===== src/rtl/dfsel_pkg.sv =====
// package: constants and types for the damping filter selection block
package dfsel_pkg;
  // setting widths
  localparam int unsigned FREQ_W  = 12;
  localparam int unsigned DEPTH_W = 10;
  localparam int unsigned CNT_W   = 7;
  localparam int unsigned AMP_W   = 28;
  localparam int unsigned NFILT   = 4;
  // frequency limits in 0.1 Hz steps
  localparam logic [11:0] FREQ_MAX      = 12'hBB8;  // 3000
  localparam logic [11:0] FREQ_OFF_MAX  = 12'h004;  // 0..4 disables
  localparam logic [11:0] SETUP_MAX     = 12'h5DC;  // 1500
  // depth and width limits
  localparam logic [9:0]  DEPTH_MAX     = 10'h3E8;  // 1000
  localparam logic [9:0]  WIDTH_MIN     = 10'h00A;  // 10
  localparam logic [9:0]  WIDTH_SUB     = 10'h064;  // 100
  localparam logic [9:0]  WIDTH_MAX     = 10'h3E8;  // 1000
  // detection settings limits
  localparam logic [6:0]  VCNT_MAX      = 7'h64;    // 100
  localparam logic [27:0] AMP_MAX       = 28'h8000000;
  // amplitude used when the host leaves the threshold at zero
  localparam logic [27:0] AMP_AUTO      = 28'h0000100;
  // reset values of the applied settings
  localparam logic [11:0] FREQ_RST      = 12'h000;
  localparam logic [9:0]  WIDTH_RST     = 10'h000;
  localparam logic [2:0]  METHOD_RST    = 3'h0;

  // switching methods
  typedef enum logic [2:0] {
    DFSEL_M_STATIC = 3'b000,
    DFSEL_M_RSV1   = 3'b001,
    DFSEL_M_RSV2   = 3'b010,
    DFSEL_M_DIR    = 3'b011,
    DFSEL_M_MODE4  = 3'b100,
    DFSEL_M_RSV5   = 3'b101,
    DFSEL_M_MODE6  = 3'b110,
    DFSEL_M_MODE7  = 3'b111
  } dfsel_method_t;

  // control modes
  typedef enum logic [1:0] {
    DFSEL_CM_POS  = 2'b00,
    DFSEL_CM_VEL  = 2'b01,
    DFSEL_CM_TRQ  = 2'b10,
    DFSEL_CM_FULL = 2'b11
  } dfsel_mode_t;

  // apply sequencer states
  typedef enum logic [1:0] {
    DFSEL_S_IDLE    = 2'b00,
    DFSEL_S_PENDING = 2'b01,
    DFSEL_S_APPLY   = 2'b10
  } dfsel_state_t;
endpackage


===== src/rtl/dfsel_clamp.sv =====
// one filter channel: clamps frequency, setup, depth and width
`timescale 1ns/1ps
module dfsel_clamp (
  input  wire logic [11:0] freq_in,    // raw frequency, 0.1 Hz
  input  wire logic [11:0] setup_in,   // raw filter setup
  input  wire logic [9:0]  depth_in,   // raw depth
  input  wire logic [9:0]  width_in,   // raw width
  output logic      [11:0] freq_out,   // clamped frequency
  output logic      [11:0] setup_out,  // effective setup
  output logic      [9:0]  depth_out,  // clamped depth
  output logic      [9:0]  width_out,  // effective width
  output logic             freq_ok     // frequency in usable range
);
  logic [11:0] cap;

  // frequency clamp, setup cap, depth and width substitution
  always_comb begin
    freq_out = (freq_in > dfsel_pkg::FREQ_MAX) ? dfsel_pkg::FREQ_MAX
                                               : freq_in;
    freq_ok  = (freq_out > dfsel_pkg::FREQ_OFF_MAX);
    // cap is min(freq, 3000 - freq); never underflows after clamp
    cap = dfsel_pkg::FREQ_MAX - freq_out;
    if (freq_out < cap) begin
      cap = freq_out;
    end
    setup_out = (setup_in > dfsel_pkg::SETUP_MAX) ? dfsel_pkg::SETUP_MAX
                                                  : setup_in;
    if (setup_out > cap) begin
      setup_out = cap;
    end
    depth_out = (depth_in > dfsel_pkg::DEPTH_MAX) ? dfsel_pkg::DEPTH_MAX
                                                  : depth_in;
    if (width_in < dfsel_pkg::WIDTH_MIN) begin
      width_out = dfsel_pkg::WIDTH_SUB;
    end else if (width_in > dfsel_pkg::WIDTH_MAX) begin
      width_out = dfsel_pkg::WIDTH_MAX;
    end else begin
      width_out = width_in;
    end
  end
endmodule // dfsel_clamp


===== src/rtl/dfsel_top.sv =====
// damping filter selection: setting clamp, enable decode, apply timing
// Behaviour
// - fourth frequency 0..3000, 0..4 disables
// - setup capped by min(freq, 3000-freq)
// - width 0..9 replaced by 100
// - depth 0..1000, zero deepest
// - hold detection start vibration count 0..100
// - hold amplitude threshold, zero picks internal
// - method 3 picks filters by direction
// - method 4 two-dof enables both model dampers
// - method 6 two-dof picks model damper by direction
// - plain position: 4 gives 1-3, 5/6 give 1-2
// - full-closed methods 4-6 give filters 1-2
// - method 7 gives 1-3 in full-closed or two-dof, else 1-2
// - method range 0..7 governs all enables
// - first three frequencies behave like fourth
// - apply changes on command rise during in-position
// - damping only in position or full-closed
`timescale 1ns/1ps
module dfsel_top (
  input  wire logic        core_clk,         // 100 MHz control clock
  input  wire logic        rst,              // async reset, active high
  input  wire logic        clk_en,           // freezes all state when low
  input  wire logic [2:0]  damping_switch_method, // switching method
  input  wire logic [1:0]  control_mode,     // 0 pos,1 vel,2 trq,3 full
  input  wire logic        two_dof_en,       // two-dof control enabled
  input  wire logic        cmd_negative,     // command direction negative
  input  wire logic        cmd_nonzero,      // pre-filter command nonzero
  input  wire logic        in_position,      // in-position output
  input  wire logic [47:0] damping_frequency,  // four 12-bit, filter 1 low
  input  wire logic [47:0] filter_setup,       // four 12-bit setups
  input  wire logic [39:0] damping_depth,      // four 10-bit depths
  input  wire logic [39:0] damping_width,      // four 10-bit widths
  input  wire logic [6:0]  detect_start_vibration_count, // 0..100
  input  wire logic [27:0] detect_vibration_amplitude,   // command units
  output logic      [3:0]  filter_active,    // per-filter active
  output logic      [1:0]  model_damp_en,    // model damping 1 and 2
  output logic             damping_on,       // damping control running
  output logic      [47:0] applied_frequency, // applied clamped freqs
  output logic      [47:0] applied_setup,    // applied effective setups
  output logic      [39:0] applied_depth,    // applied depths
  output logic      [39:0] applied_width,    // applied widths
  output logic      [6:0]  vib_count_eff,    // held vibration count
  output logic      [27:0] vib_amp_eff,      // held amplitude threshold
  output logic             amp_auto,         // threshold chosen inside
  output logic             apply_pending,    // new settings waiting
  output logic             apply_pulse       // one cycle when applied
);
  // clamped live settings from the channel modules
  logic [47:0] cf;
  logic [47:0] cs;
  logic [39:0] cd;
  logic [39:0] cw;
  logic [3:0]  fok;

  // one clamp per filter; the channels share nothing, so a bad
  // setting on one filter cannot disturb another
  genvar gi;
  generate
    for (gi = 0; gi < 4; gi++) begin : g_ch
      dfsel_clamp u_clamp (
        .freq_in   (damping_frequency[gi*12 +: 12]),
        .setup_in  (filter_setup[gi*12 +: 12]),
        .depth_in  (damping_depth[gi*10 +: 10]),
        .width_in  (damping_width[gi*10 +: 10]),
        .freq_out  (cf[gi*12 +: 12]),
        .setup_out (cs[gi*12 +: 12]),
        .depth_out (cd[gi*10 +: 10]),
        .width_out (cw[gi*10 +: 10]),
        .freq_ok   (fok[gi])
      );
    end
  endgenerate

  // enable pattern for a method, mode, two-dof flag and direction;
  // returns {model2, model1, f4, f3, f2, f1}
  // refused codes decode to nothing, the safe answer for a bad write
  function automatic logic [5:0] enables(input logic [2:0] m,
                                         input logic [1:0] cm,
                                         input logic       tdof,
                                         input logic       neg);
    logic full;
    full = (cm == dfsel_pkg::DFSEL_CM_FULL);
    enables = 6'h00;
    case (m)
      dfsel_pkg::DFSEL_M_STATIC: enables = 6'h06;
      dfsel_pkg::DFSEL_M_DIR:
        enables = neg ? 6'h0A : 6'h05;
      dfsel_pkg::DFSEL_M_MODE4: begin
        if (full) begin
          enables = 6'h03;
        end else if (tdof) begin
          enables = 6'h30;
        end else begin
          enables = 6'h07;
        end
      end
      dfsel_pkg::DFSEL_M_RSV5: begin
        // reserved with two-dof outside full-closed: nothing is enabled, so a
        // stray write cannot switch on an untried combination
        if (full) begin
          enables = 6'h03;
        end else if (!tdof) begin
          enables = 6'h03;
        end else begin
          enables = 6'h00;
        end
      end
      dfsel_pkg::DFSEL_M_MODE6: begin
        if (full) begin
          enables = 6'h03;
        end else if (tdof) begin
          enables = neg ? 6'h20 : 6'h10;
        end else begin
          enables = 6'h03;
        end
      end
      dfsel_pkg::DFSEL_M_MODE7:
        enables = (full || tdof) ? 6'h07 : 6'h03;
      default: enables = 6'h00;  // codes 1, 2 are refused
    endcase
  endfunction

  // applied state
  logic [2:0]  method_q, method_d;
  logic [47:0] af_q, af_d;
  logic [47:0] as_q, as_d;
  logic [39:0] ad_q, ad_d;
  logic [39:0] aw_q, aw_d;
  logic [3:0]  fok_q, fok_d;
  logic        pend_q, pend_d;
  logic        pulse_q, pulse_d;
  logic        nz_q, nz_d;
  logic        first_q, first_d;
  dfsel_pkg::dfsel_state_t st_q, st_d;

  // detection state, tracked on every enabled edge
  logic [6:0]  vc_q, vc_d;
  logic [27:0] va_q, va_d;
  logic        auto_q, auto_d;

  // decoded enables
  logic [3:0]  fa_q, fa_d;
  logic [1:0]  md_q, md_d;
  logic        on_q, on_d;

  // sequencer helpers and the raw enable word
  logic        changed;
  logic        rise;
  logic        active_mode;
  logic [5:0]  en;

  // apply sequencer: changes wait for a command rise while in position
  // the whole set moves at once so no filter runs half old, half new
  always_comb begin
    changed = (cf != af_q) || (cs != as_q) || (cd != ad_q) ||
              (cw != aw_q) || (damping_switch_method != method_q);
    rise = cmd_nonzero && !nz_q;
    active_mode = (control_mode == dfsel_pkg::DFSEL_CM_POS) ||
                  (control_mode == dfsel_pkg::DFSEL_CM_FULL);
    method_d = method_q;
    af_d = af_q;
    as_d = as_q;
    ad_d = ad_q;
    aw_d = aw_q;
    fok_d = fok_q;
    pulse_d = 1'b0;
    nz_d = cmd_nonzero;
    first_d = 1'b0;
    st_d = st_q;
    case (st_q)
      dfsel_pkg::DFSEL_S_IDLE: begin
        // first settings after reset load at once, so the outputs do
        // not sit on the all-zero reset pattern once the clock runs
        if (first_q) begin
          st_d = dfsel_pkg::DFSEL_S_APPLY;
        end else if (changed && active_mode) begin
          st_d = dfsel_pkg::DFSEL_S_PENDING;
        end
      end
      dfsel_pkg::DFSEL_S_PENDING: begin
        // changes made outside position modes are not taken up; the
        // wait is dropped and rebuilt once the mode comes back
        if (!active_mode) begin
          st_d = dfsel_pkg::DFSEL_S_IDLE;
        end else if (rise && in_position) begin
          st_d = dfsel_pkg::DFSEL_S_APPLY;
        end
      end
      dfsel_pkg::DFSEL_S_APPLY: begin
        method_d = damping_switch_method;
        af_d = cf;
        as_d = cs;
        ad_d = cd;
        aw_d = cw;
        fok_d = fok;
        pulse_d = 1'b1;
        st_d = dfsel_pkg::DFSEL_S_IDLE;
      end
      default: st_d = dfsel_pkg::DFSEL_S_IDLE;
    endcase
    pend_d = (st_d == dfsel_pkg::DFSEL_S_PENDING);
  end

  // detection settings are held directly, clamped to range; they only
  // steer the frequency search, so they need not wait for a move start
  always_comb begin
    vc_d = (detect_start_vibration_count > dfsel_pkg::VCNT_MAX) ?
           dfsel_pkg::VCNT_MAX : detect_start_vibration_count;
    auto_d = (detect_vibration_amplitude == 28'h0000000);
    if (auto_d) begin
      va_d = dfsel_pkg::AMP_AUTO;
    end else if (detect_vibration_amplitude > dfsel_pkg::AMP_MAX) begin
      va_d = dfsel_pkg::AMP_MAX;
    end else begin
      va_d = detect_vibration_amplitude;
    end
  end

  // decode from applied settings; mode and direction are live, so a
  // direction flip shows on the next edge without a new apply
  always_comb begin
    en = enables(method_q, control_mode, two_dof_en, cmd_negative);
    on_d = active_mode;
    fa_d = active_mode ? (en[3:0] & fok_q) : 4'h0;
    // model dampers follow first two frequencies being usable
    md_d = active_mode ? (en[5:4] & fok_q[1:0]) : 2'h0;
  end

  // registers; clk_en low holds everything
  always_ff @(posedge core_clk or posedge rst) begin
    if (rst) begin
      method_q <= dfsel_pkg::METHOD_RST;
      af_q <= {4{dfsel_pkg::FREQ_RST}};
      as_q <= 48'h000000000000;
      ad_q <= 40'h0000000000;
      aw_q <= {4{dfsel_pkg::WIDTH_RST}};
      fok_q <= 4'h0;
      pend_q <= 1'b0;
      pulse_q <= 1'b0;
      nz_q <= 1'b0;
      first_q <= 1'b1;
      st_q <= dfsel_pkg::DFSEL_S_IDLE;
    end else if (clk_en) begin
      method_q <= method_d;
      af_q <= af_d;
      as_q <= as_d;
      ad_q <= ad_d;
      aw_q <= aw_d;
      fok_q <= fok_d;
      pend_q <= pend_d;
      pulse_q <= pulse_d;
      nz_q <= nz_d;
      first_q <= first_d;
      st_q <= st_d;
    end
  end

  // detection registers; clk_en low holds them as well
  always_ff @(posedge core_clk or posedge rst) begin
    if (rst) begin
      vc_q <= 7'h00;
      va_q <= dfsel_pkg::AMP_AUTO;
      auto_q <= 1'b1;
    end else if (clk_en) begin
      vc_q <= vc_d;
      va_q <= va_d;
      auto_q <= auto_d;
    end
  end

  // decoded enable registers; reset leaves every filter off
  always_ff @(posedge core_clk or posedge rst) begin
    if (rst) begin
      fa_q <= 4'h0;
      md_q <= 2'h0;
      on_q <= 1'b0;
    end else if (clk_en) begin
      fa_q <= fa_d;
      md_q <= md_d;
      on_q <= on_d;
    end
  end

  // outputs straight from flops: decoded enables
  assign filter_active = fa_q;
  assign model_damp_en = md_q;
  assign damping_on = on_q;

  // applied settings and sequencer status
  assign applied_frequency = af_q;
  assign applied_setup = as_q;
  assign applied_depth = ad_q;
  assign applied_width = aw_q;
  assign apply_pending = pend_q;
  assign apply_pulse = pulse_q;

  // detection settings
  assign vib_count_eff = vc_q;
  assign vib_amp_eff = va_q;
  assign amp_auto = auto_q;
endmodule // dfsel_top


===== config.mk =====
export PLATFORM = sky130hd
export DESIGN_NAME = dfsel_top
export DESIGN_NICKNAME = d
export VERILOG_FILES = /design/src/rtl/dfsel_pkg.sv /design/src/rtl/dfsel_clamp.sv /design/src/rtl/dfsel_top.sv
export SDC_FILE = /design/constraint.sdc
export NUM_CORES = 1
export LEC_CHECK = 0
export ABC_AREA = 1
export BUFFER_PORTS_ARGS = -buffer_cell sky130_fd_sc_hd__buf_2
export CORE_MARGIN = 2
export CORE_UTILIZATION = 55
export CTS_CLUSTER_SIZE = 24
export DETAILED_ROUTE_END_ITERATION = 10
export HOLD_SLACK_MARGIN = 0.1
export PLACE_DENSITY = 0.85
export REMOVE_ABC_BUFFERS = 1
export SYNTH_ARGS = -nofsm -noshare
export SYNTH_HDL_FRONTEND = slang
export SYNTH_SLANG_ARGS = --single-unit

===== constraint.sdc =====
create_clock -name core_clk -period 8.1 [get_ports core_clk]
set_input_delay 0.81 -clock core_clk [delete_from_list [all_inputs] [get_ports core_clk]]
set_output_delay 0.81 -clock core_clk [all_outputs]
set_load 0.01 [all_outputs]

Yosys cells after proc, flatten, opt, wreduce, memory -nomap -nowiden
Cells that the tools add are included.

cells by class
  reductions and logical operators = 15
  bitwise logic cells = 2
  order comparisons = 34
  shifts and indexed selects = 0
  mux-type cells = 49
  $add $sub $neg = 4
  divide/modulo/power cells = 0
  $mul = 0
  eq/ne operators = 14

operators with widths
  kind                    number
  $mux 12                 16
  $mux 10                 12
  $ne 48x48->1            2
  $gt 10x10->1 const B    8
  $ne 40x40->1            2
  $mux 28                 2
  $gt 12x11->1 const B    4
  $gt 12x12->1            4
  $gt 12x12->1 const B    4
  $gt 12x3->1 const B     4
  $lt 12x12->1            4
  $sub 12x12->12 const A  4
  $lt 10x4->1 const B     4
  $pmux 6 s6              1
  $mux 6                  5
  $gt 28x28->1 const B    1
  $logic_not 28->1        1
  $mux 2                  7
  $eq 3x3->1 const B      4
  $mux 4                  2
  $gt 7x7->1 const B      1
  $mux 7                  1
  $logic_or 1x1->1        6
  $and 4x4->4             1
  13 further kinds        18

storage, ports and cells
  output and inout bits = 221
  ROM bits = 0
  memory bits (writable) = 0
  flip-flop bits (word level) = 232
  input port bits = 223
  bits in latches = 0
  memories = 0
  logic and storage cells = 135

Longest topological paths before layout
Gate-level depths: netlist of the first run.

  depth after elaboration = 17
  gate-level depth with buffers = 51
  gate-level depth less buffers = 51

By module
Synthesis of the first run repeated with hierarchy kept, for this count alone.

second synthesis, totals
  cell total of the unflattened synthesis = 2422
  area, all modules = 18684.2 um^2

modules (own cells, without submodules)
  module                             cells an instance  area each (um^2)  times used  sequential area each (um^2)
  dfsel_top                          1175               11840.1           1           5809.3
  dfsel_clamp (g_ch[0].u_clamp ...)  311                1709.1            2           0.0
  dfsel_clamp (g_ch[3].u_clamp)      313                1714.1            1           0.0
  dfsel_clamp (g_ch[2].u_clamp)      312                1711.6            1           0.0

Least setup slack after synthesis of the first run
No wires, ideal clock.

  path type = input to register
  from = input port damping_frequency[38]
  to = register pend_q (netlist: apply_pending)
  stages on the path = 47
  required time = 7.981 ns
  setup slack = 2.369 ns
  arrival time = 5.612 ns
  path buffers = 1
  setup time = 0.119 ns
  cells stage by stage = inv_1 nand3_1 nand4_4 nand2_2 nor2_1 inv_1 ha_1 inv_1 o21ai_0 o21ai_0 and2_1 ha_1 inv_1 xor2_1 nand2_1 nor2_1 nand2_1 nand3_4 [11 not listed] nand2_1 nand2_1 nand2_1 nand2_1 nor2_1 nand3_1 nor2_1 nand3_1 nor2_1 nand2_1 nor2_1 nand2_1 nor2_1 nand3_1 nand2_1 nand2_1 nand2_1 nand2_1

on the way
  cells in the longest elaborated chain, start to end = 17
  elaborated cells between the ends (all ways) = 18
  classes of those cells = add/sub: 1; order compare: 3; eq/ne: 3; mux: 6; reduce/logical: 5

ends and longest elaborated chain
  element                           RTL line           text
  start, declared                   dfsel_top.sv:30    input wire logic [47:0] damping_frequency,
  $gt 12x12->1 *                    dfsel_clamp.sv:18  freq_out = (freq_in > dfsel_pkg::FREQ_MAX) ? dfsel_pkg::FREQ_MAX
  $mux 12 *                         dfsel_clamp.sv:18
  net cf[36]                        dfsel_top.sv:50    logic [47:0] cf;
  $sub 12x12->12                    dfsel_clamp.sv:22  cap = dfsel_pkg::FREQ_MAX - freq_out;
  $lt 12x12->1                      dfsel_clamp.sv:23  if (freq_out < cap) begin
  $mux 12                           dfsel_clamp.sv:23
  $gt 12x12->1                      dfsel_clamp.sv:28  if (setup_out > cap) begin
  $mux 12                           dfsel_clamp.sv:28
  $ne 48x48->1                      dfsel_top.sv:156   changed = (cf != af_q) || (cs != as_q) || (cd != ad_q) ||
  $logic_or 1x1->1 * (3 in series)  dfsel_top.sv:156
  $logic_or 1x1->1 *                dfsel_top.sv:157   (cw != aw_q) || (damping_switch_method != method_q);
  $logic_and 1x1->1 *               dfsel_top.sv:177   end else if (changed && active_mode) begin
  $mux 2 *                          dfsel_top.sv:177
  $mux 2 *                          dfsel_top.sv:175   if (first_q) begin
  $pmux 2 s2 *                      dfsel_top.sv:171   case (st_q)
  $eq 2x1->1 *                      dfsel_top.sv:202   pend_d = (st_d == dfsel_pkg::DFSEL_S_PENDING);
  end signal, assigned              dfsel_top.sv:251   pend_q <= pend_d;
  end, declared                     dfsel_top.sv:131   logic pend_q, pend_d;

The timed path passes the listed nets; every way through them passes the cells marked *.
A chain may end at the register's enable or synchronous reset.

Worst setup path after layout of the first run
  from = input port damping_frequency[47]
  to = register st_q[0]

on the way
  cells in the longest elaborated chain, start to end = 16
  elaborated cells between the ends (all ways) = 17
  classes of those cells = add/sub: 1; order compare: 3; eq/ne: 2; mux: 6; reduce/logical: 5

ends and longest elaborated chain
  element                           RTL line           text
  $gt 12x12->1 *                    dfsel_clamp.sv:18
  $mux 12 *                         dfsel_clamp.sv:18
  net cf[36]                        dfsel_top.sv:50
  $sub 12x12->12                    dfsel_clamp.sv:22
  $lt 12x12->1                      dfsel_clamp.sv:23
  $mux 12                           dfsel_clamp.sv:23
  $gt 12x12->1                      dfsel_clamp.sv:28
  $mux 12                           dfsel_clamp.sv:28
  $ne 48x48->1                      dfsel_top.sv:156
  $logic_or 1x1->1 * (3 in series)  dfsel_top.sv:156
  $logic_or 1x1->1 *                dfsel_top.sv:157
  $logic_and 1x1->1 *               dfsel_top.sv:177
  $mux 2 *                          dfsel_top.sv:177
  $mux 2 *                          dfsel_top.sv:175
  $pmux 2 s2 *                      dfsel_top.sv:171
  end signal, assigned              dfsel_top.sv:243   st_q <= dfsel_pkg::DFSEL_S_IDLE;
  end signal, assigned              dfsel_top.sv:255   st_q <= st_d;
  end, declared                     dfsel_top.sv:135   dfsel_pkg::dfsel_state_t st_q, st_d;

Marked as above.

==> impl_metrics.toml, run 1 <==
[synth]
synth_seq_cells = 232
async_reset_ff_share_pct = 100.0
ys.flop_type = "dfrtp_1"
syn-cell-area_um2 = 17690
yosysWarnings = 0
yosysUniqueCellTypes = 51
synth.avg_cell_area_um2 = 6.359
netlist_instances = 2782
synth_edf_count = 0
seq_area_frac_synth_pct = 32.84

[global_routing]
grt_overflow = 0
first_global_vias = 18710
grt_start_max_net_pins = 103
grt_use_total_pct = 37.96
grt_pass1_wl_mm = 100.4
antenna_found_initial = 13

[sta]
worst_slew_pin_slew_ps = 972.5
fin_tns_setup_ps = 0
fin_crit_sh_pct = 89.59
drv_slew = 0
relSlewSlack_pct = 35.17
worst_clock_skew_ps = 20.33
finalSetupViolations = 0
whs_ps = 372.1
min_period_ps = 7257
fmax_mhz = 137.8
finalHoldViolCount = 0
rsz0062_at_grt = "false"

[hold_path]
hold_path.class = "in -> async"

[detailed_routing]
drt-met1-wl_mm = 26.10
drt_iter0_drc = 2012
viasPerCell = 5.615
dr.max_layer_used = "met5"
met2_wirelength_mm = 29.82
drt-wirelength-per-cell_um = 17.97
wl_mm = 65.25
drc_errors = 0
num_vias = 20390
drt_first_pass_iters = 8
ant_nets = 0
wl_met3_mm = 6.519

[clock_tree]
path_clk_slew_ps = 60
cts_buffers = 28
cts_hold_buf = 0
cts_tree = "yes"
post_cts_buffers = 0
cts-resized-gates = 0
cts.path.max_buffers = 3
clock_latency_ps = 580
root_buffer = "clkbuf_16"
cts.sinks = 232
ctsHtreeMaxLevel = 1

[layout]
post-route-util_pct = 67.25
most-common-layout-cells = "987 x nand2_1, 443 x buf_2, 342 x inv_1, 293 x nand3_1, 233 x nor2_1"
nets = 3491
drive_above_1_share_pct = 18.11
final_common_cell = "nand2_1"
area_growth_pct = 20.27
design_area_um2 = 21280

[floorplanning]
die-area_um2 = 33620
row_count = 65
die_w_um = 183.3
pin_count = 444
core_area_um2 = 31640
die_h_um = 183.3
initial_core_util_pct = 55.92

[worst_setup_path]
cpMostUsedCell = "nand2_1"
startpoint_type = "input port"
slowest_delay_ps = 580
required_ps = 8550
cpLargestDelayFamily = "simple AND/OR/NAND/NOR gates"
r2r_cells = 9
path_max_fanout = 17
crit_cells = 50
critical_path_buf_inv_count = 9
crit_arrival_ps = 7710
crit_type = "in -> reg"
slowest_stage = "nor2_1"
endpoint_kind = "register"

[place]
detailed_place.area_um2 = 20200
gp_congestion = 1.010
dp_hpwl_mm = 51.64
portBuffers = 443

[status]
status = "finished clean"

[power]
p_leak_nw = 12.11
power_density_nw_per_um2 = 291.4
ir_drop_v = 0.0002437
p_total_mw = 6.201

[run]
drv_cap = 0
[flip-flops by register name (all words and copies together) (netlist names)]
register and cells:
applied_setup 48, vib_count_eff 7, st_q 2, applied_frequency 48
nz_q 1, amp_auto 1, apply_pulse 1, fok_q 4
vib_amp_eff 28, damping_on 1, method_q 3, apply_pending 1
applied_width 40, applied_depth 40, first_q 1, model_damp_en 2
filter_active 4
[through the flow]
stage	cells	worst slack (ps)
2_1_floorplan	2714	-8193
3_3_place_gp	3570	467.6
3_5_place_dp	3570	250.1
4_1_cts	3622	819.2
5_1_grt	3627	206.9
6_report	3631	843.1
[area by class of cell]
class | instances | area [um2]
Inverter | 357 | 1354
Sequential cell | 232 | 5809
Clock buffer | 36 | 822.0
Antenna cell | 9 | 22.52
Tap cell | 402 | 503.0
Fill cell | 2929 | 10360
Clock inverter | 16 | 221.5
Multi-Input combinational cell | 2125 | 10240
Timing Repair Buffer | 454 | 2300
[power by group]
part / switching, mW / internal, mW
clock: 0.547 / 0.874
sequential: 0.461 / 1.61
combinational: 1.73 / 0.978
[cell usage after synthesis, types with 12 or more instances]
cell	number	area share, %
inv_1	344	7.3
inv_2	12	0.25
nor2_1	234	5.0
nor4_1	13	0.46
nand3_1	293	8.3
nand4_1	54	1.9
xor2_1	30	1.5
nand2_1	987	21
dfrtp_1	229	32
a21oi_1	39	1.1
ha_1	70	5.0
o21ai_0	223	6.3
clkbuf_1	58	1.2
xnor2_1	16	0.79
nor3_1	26	0.74
nand3b_1	25	1.1
[routing by layer]
layer  global-route usage, %  vias up
met5                       0        -
met4                   14.27        4
met3                   9.015      176
met2                   62.36     1028
met1                   48.71     9426
li1                        -     9754
[path summary, 6_finish.rpt]
path	startpoint	to	slack, ps
min in group core_clk	vib_count_eff[6]	vib_count_eff[6]	460
worst min-delay path	rst	applied_depth[6]	370
max in group asynchronous	rst	applied_setup[36]	6320
worst max-delay path	damping_frequency[47]	st_q[0]	840
worst min register to register	vib_count_eff[6]	vib_count_eff[6]	460
worst max register to register	st_q[0]	fok_q[3]	4730
[logic make-up (layout without fill, tap and decap cells)]
logic type	after synthesis	after routing	synth area share (%)
DFF	232	232	32.84
AOI/OAI and AO/OA	311	311	9.385
adders and majority gates	70	70	4.951
buffers and inverters	431	863	9.421
and+or+nand+nor	1690	1690	41.08
xor gates and xnor gates	46	46	2.277
other	2	17	0.04245
No activity file was read; power rests on OpenSTA's default activity.
==> run 2, diff against run 1 <==
--- a/config.mk
+++ b/config.mk
@@ -5,7 +5,6 @@
 export SDC_FILE = /design/constraint.sdc
 export NUM_CORES = 1
 export LEC_CHECK = 0
-export ABC_AREA = 1
 export BUFFER_PORTS_ARGS = -buffer_cell sky130_fd_sc_hd__buf_2
 export CORE_MARGIN = 2
 export CORE_UTILIZATION = 55
==> impl_metrics.toml, run 2 <==
[synth]
netlist_instances = 2250
synth_edf_count = 0
seq_area_frac_synth_pct = 32.55
synthTopCellsByArea = "dfrtp_1 32%, nand2_1 7.5%, o21ai_0 5.8%, ha_1 4.9%, xnor2_1 3.6%"
ys.flop_type = "dfrtp_1"
synth_top_area_cell = "dfrtp_1"
async_reset_ff_share_pct = 100.0
synth_seq_cells = 232
syn-cell-area_um2 = 17850
synthTopCellsByCount = "359 x nand2_1, 229 x dfrtp_1, 206 x o21ai_0"
yosysMostFrequentCell = "nand2_1"
yosysWarnings = 0
synth.avg_cell_area_um2 = 7.933
yosysUniqueCellTypes = 98
synth_top_area_share_pct = 32.11

[power]
p_int_mw = 3.060
seqPwrFrac_pct = 35.3
power_frac_clock_pct = 25.6
p_leak_nw = 10.52
p_comb_share_pct = 39.1
power_density_nw_per_um2 = 238.4
switching_share_pct = 40.99
power.switching_mw = 2.126
ir_drop_v = 0.0002054

[sta]
rsz0062_at_grt = "false"
fin_tns_setup_ps = 0
fmax_mhz = 132.8
drv_slew = 0
finalHoldViolCount = 0
relSlewSlack_pct = 34.17
min_period_ps = 7531
worst_clock_skew_ps = 17.28
worst_slew_pin_slew_ps = 978.4
finalSetupViolations = 0
fin_crit_sh_pct = 92.98
whs_ps = 444.1

[place]
dp_hpwl_mm = 55.89
portBuffers = 443
gp_congestion = 1.009

[layout]
final_common_cell = "buf_2"
area_growth_pct = 21.86
most-common-layout-cells = "443 x buf_2, 359 x nand2_1, 229 x dfrtp_1, 206 x o21ai_0, 144 x nor2_1"
nets = 2985
drive_above_1_share_pct = 23.54

[worst_setup_path]
slowest_stage = "or4_1"
crit_arrival_ps = 7960
startpoint_type = "input port"
crit_type = "in -> reg"
endpoint_kind = "register"
required_ps = 8530
slowest_delay_ps = 520
path_max_fanout = 9

[clock_tree]
cts_buffers = 27
path_clk_slew_ps = 70
cts_hold_buf = 0
cts.sinks = 232
root_buffer = "clkbuf_16"
cts.path.max_buffers = 3
cts-resized-gates = 0
clock_latency_ps = 550
cts_tree = "yes"
ctsHtreeMaxLevel = 1
post_cts_buffers = 0

[global_routing]
antenna_found_initial = 16
first_global_vias = 18570
grt_use_total_pct = 41.04
met3_usage_pct = 9.603
grt_start_max_net_pins = 217
grt_pass1_wl_mm = 107.5
grt_overflow = 0
globalRouteMet2Util_pct = 64.05
grt_busiest_layer = "met2"
use_met1_pct = 52.77

[floorplanning]
die_h_um = 184.1
die_w_um = 184.1
die-area_um2 = 33910
core_area_um2 = 31720
pin_count = 444
initial_core_util_pct = 56.27
row_count = 65

[detailed_routing]
drt_iter0_drc = 2271
viasPerCell = 6.417
ant_nets = 0
drt-wirelength-per-cell_um = 23.00
num_vias = 20060
drt_first_pass_iters = 6
wl_mm = 71.90
drc_errors = 0

[status]
status = "finished clean"

[hold_path]
hold_path.class = "in -> async"

[run]
drv_cap = 0
[run 2: cell types whose count changed after synthesis, sizes merged, moves of 25 or more]
cell	change
a21oi	+86
xnor2	+57
or3	+25
nor2	-104
nand2b	+28
nand3	-222
nand2	-641
nand4	-26
clkbuf	+31
a22o	+30
o21ai	-25
nor3	+29
inv	-249
[run 2: power groups by stage]
stage | Clock [mW] | Sequential (mW) | Combinational, mW
6_report | 1.33 | 1.83 | 2.02
5_1_grt | 1.38 | 1.86 | 2.19
4_1_cts | 1.33 | 1.81 | 1.98
3_5_place_dp | 0 | 1.83 | 1.96
3_3_place_gp | 0 | 1.81 | 1.93
2_1_floorplan | 0 | 1.87 | 0.969
[run 2: worst paths after layout]
path | slack [ps] | cells past startpoint | endpoint | from
worst max-delay path | 570 | 30 | apply_pending | damping_frequency[18]
worst min-delay path | 440 | 2 | applied_width[18] | rst
worst max register to register | 3690 | 11 | st_q[0] | applied_frequency[47]
worst min register to register | 480 | 1 | filter_active[0] | filter_active[0]
max in group asynchronous | 6160 | 3 | apply_pulse | rst
min in group core_clk | 480 | 1 | filter_active[0] | filter_active[0]
[run 2: logic make-up after synthesis]
kind of cell,share of synthesized area [%]
AOI/OAI and AO/OA,25.16
DFF,32.55
muxes,2.138
other,0.04208
xor gates and xnor gates,5.938
and+or+nand+nor,24.27
buffers and inverters,4.942
adders and majority gates,4.963
[run 2: layout make-up]
cell class | count | area [um2]
Multi-Input combinational cell | 1799 | 11200
Fill cell | 2689 | 9968
Sequential cell | 232 | 5809
Timing Repair Buffer | 524 | 2850
Clock buffer | 37 | 753.2
Tap cell | 402 | 503.0
Inverter | 108 | 412.9
Clock inverter | 10 | 185.2
Antenna cell | 14 | 35.03
[run 2: critical path: cells and delay by family]
family          cells  cell delay, ps
xor+xnor            1             360
simple gates        7            1820
fa+ha+maj           3             820
buf+inv             3             470
compound gates     16            3720
[run 2: per-stage QoR]
stage	area, um2	power, mW	cells	setup WS (ps)	utilization [%]
3_3_place_gp	20770	3.741	3065	210.2	65.47
3_5_place_dp	20770	3.792	3065	-24.60	65.47
2_1_floorplan	17390	2.836	2139	-385.6	-
5_1_grt	21750	5.434	3126	27.01	68.57
6_report	21750	5.185	3126	568.5	68.57
4_1_cts	21700	5.121	3112	518.5	68.43
[run 2: metal layers]
layer  vias to the layer above  share of wire [%]
li1                       9145                  -
met1                      9495                 39
met2                      1179                 45
met3                       236                 10
met4                         4                5.8
met5                         -              0.057
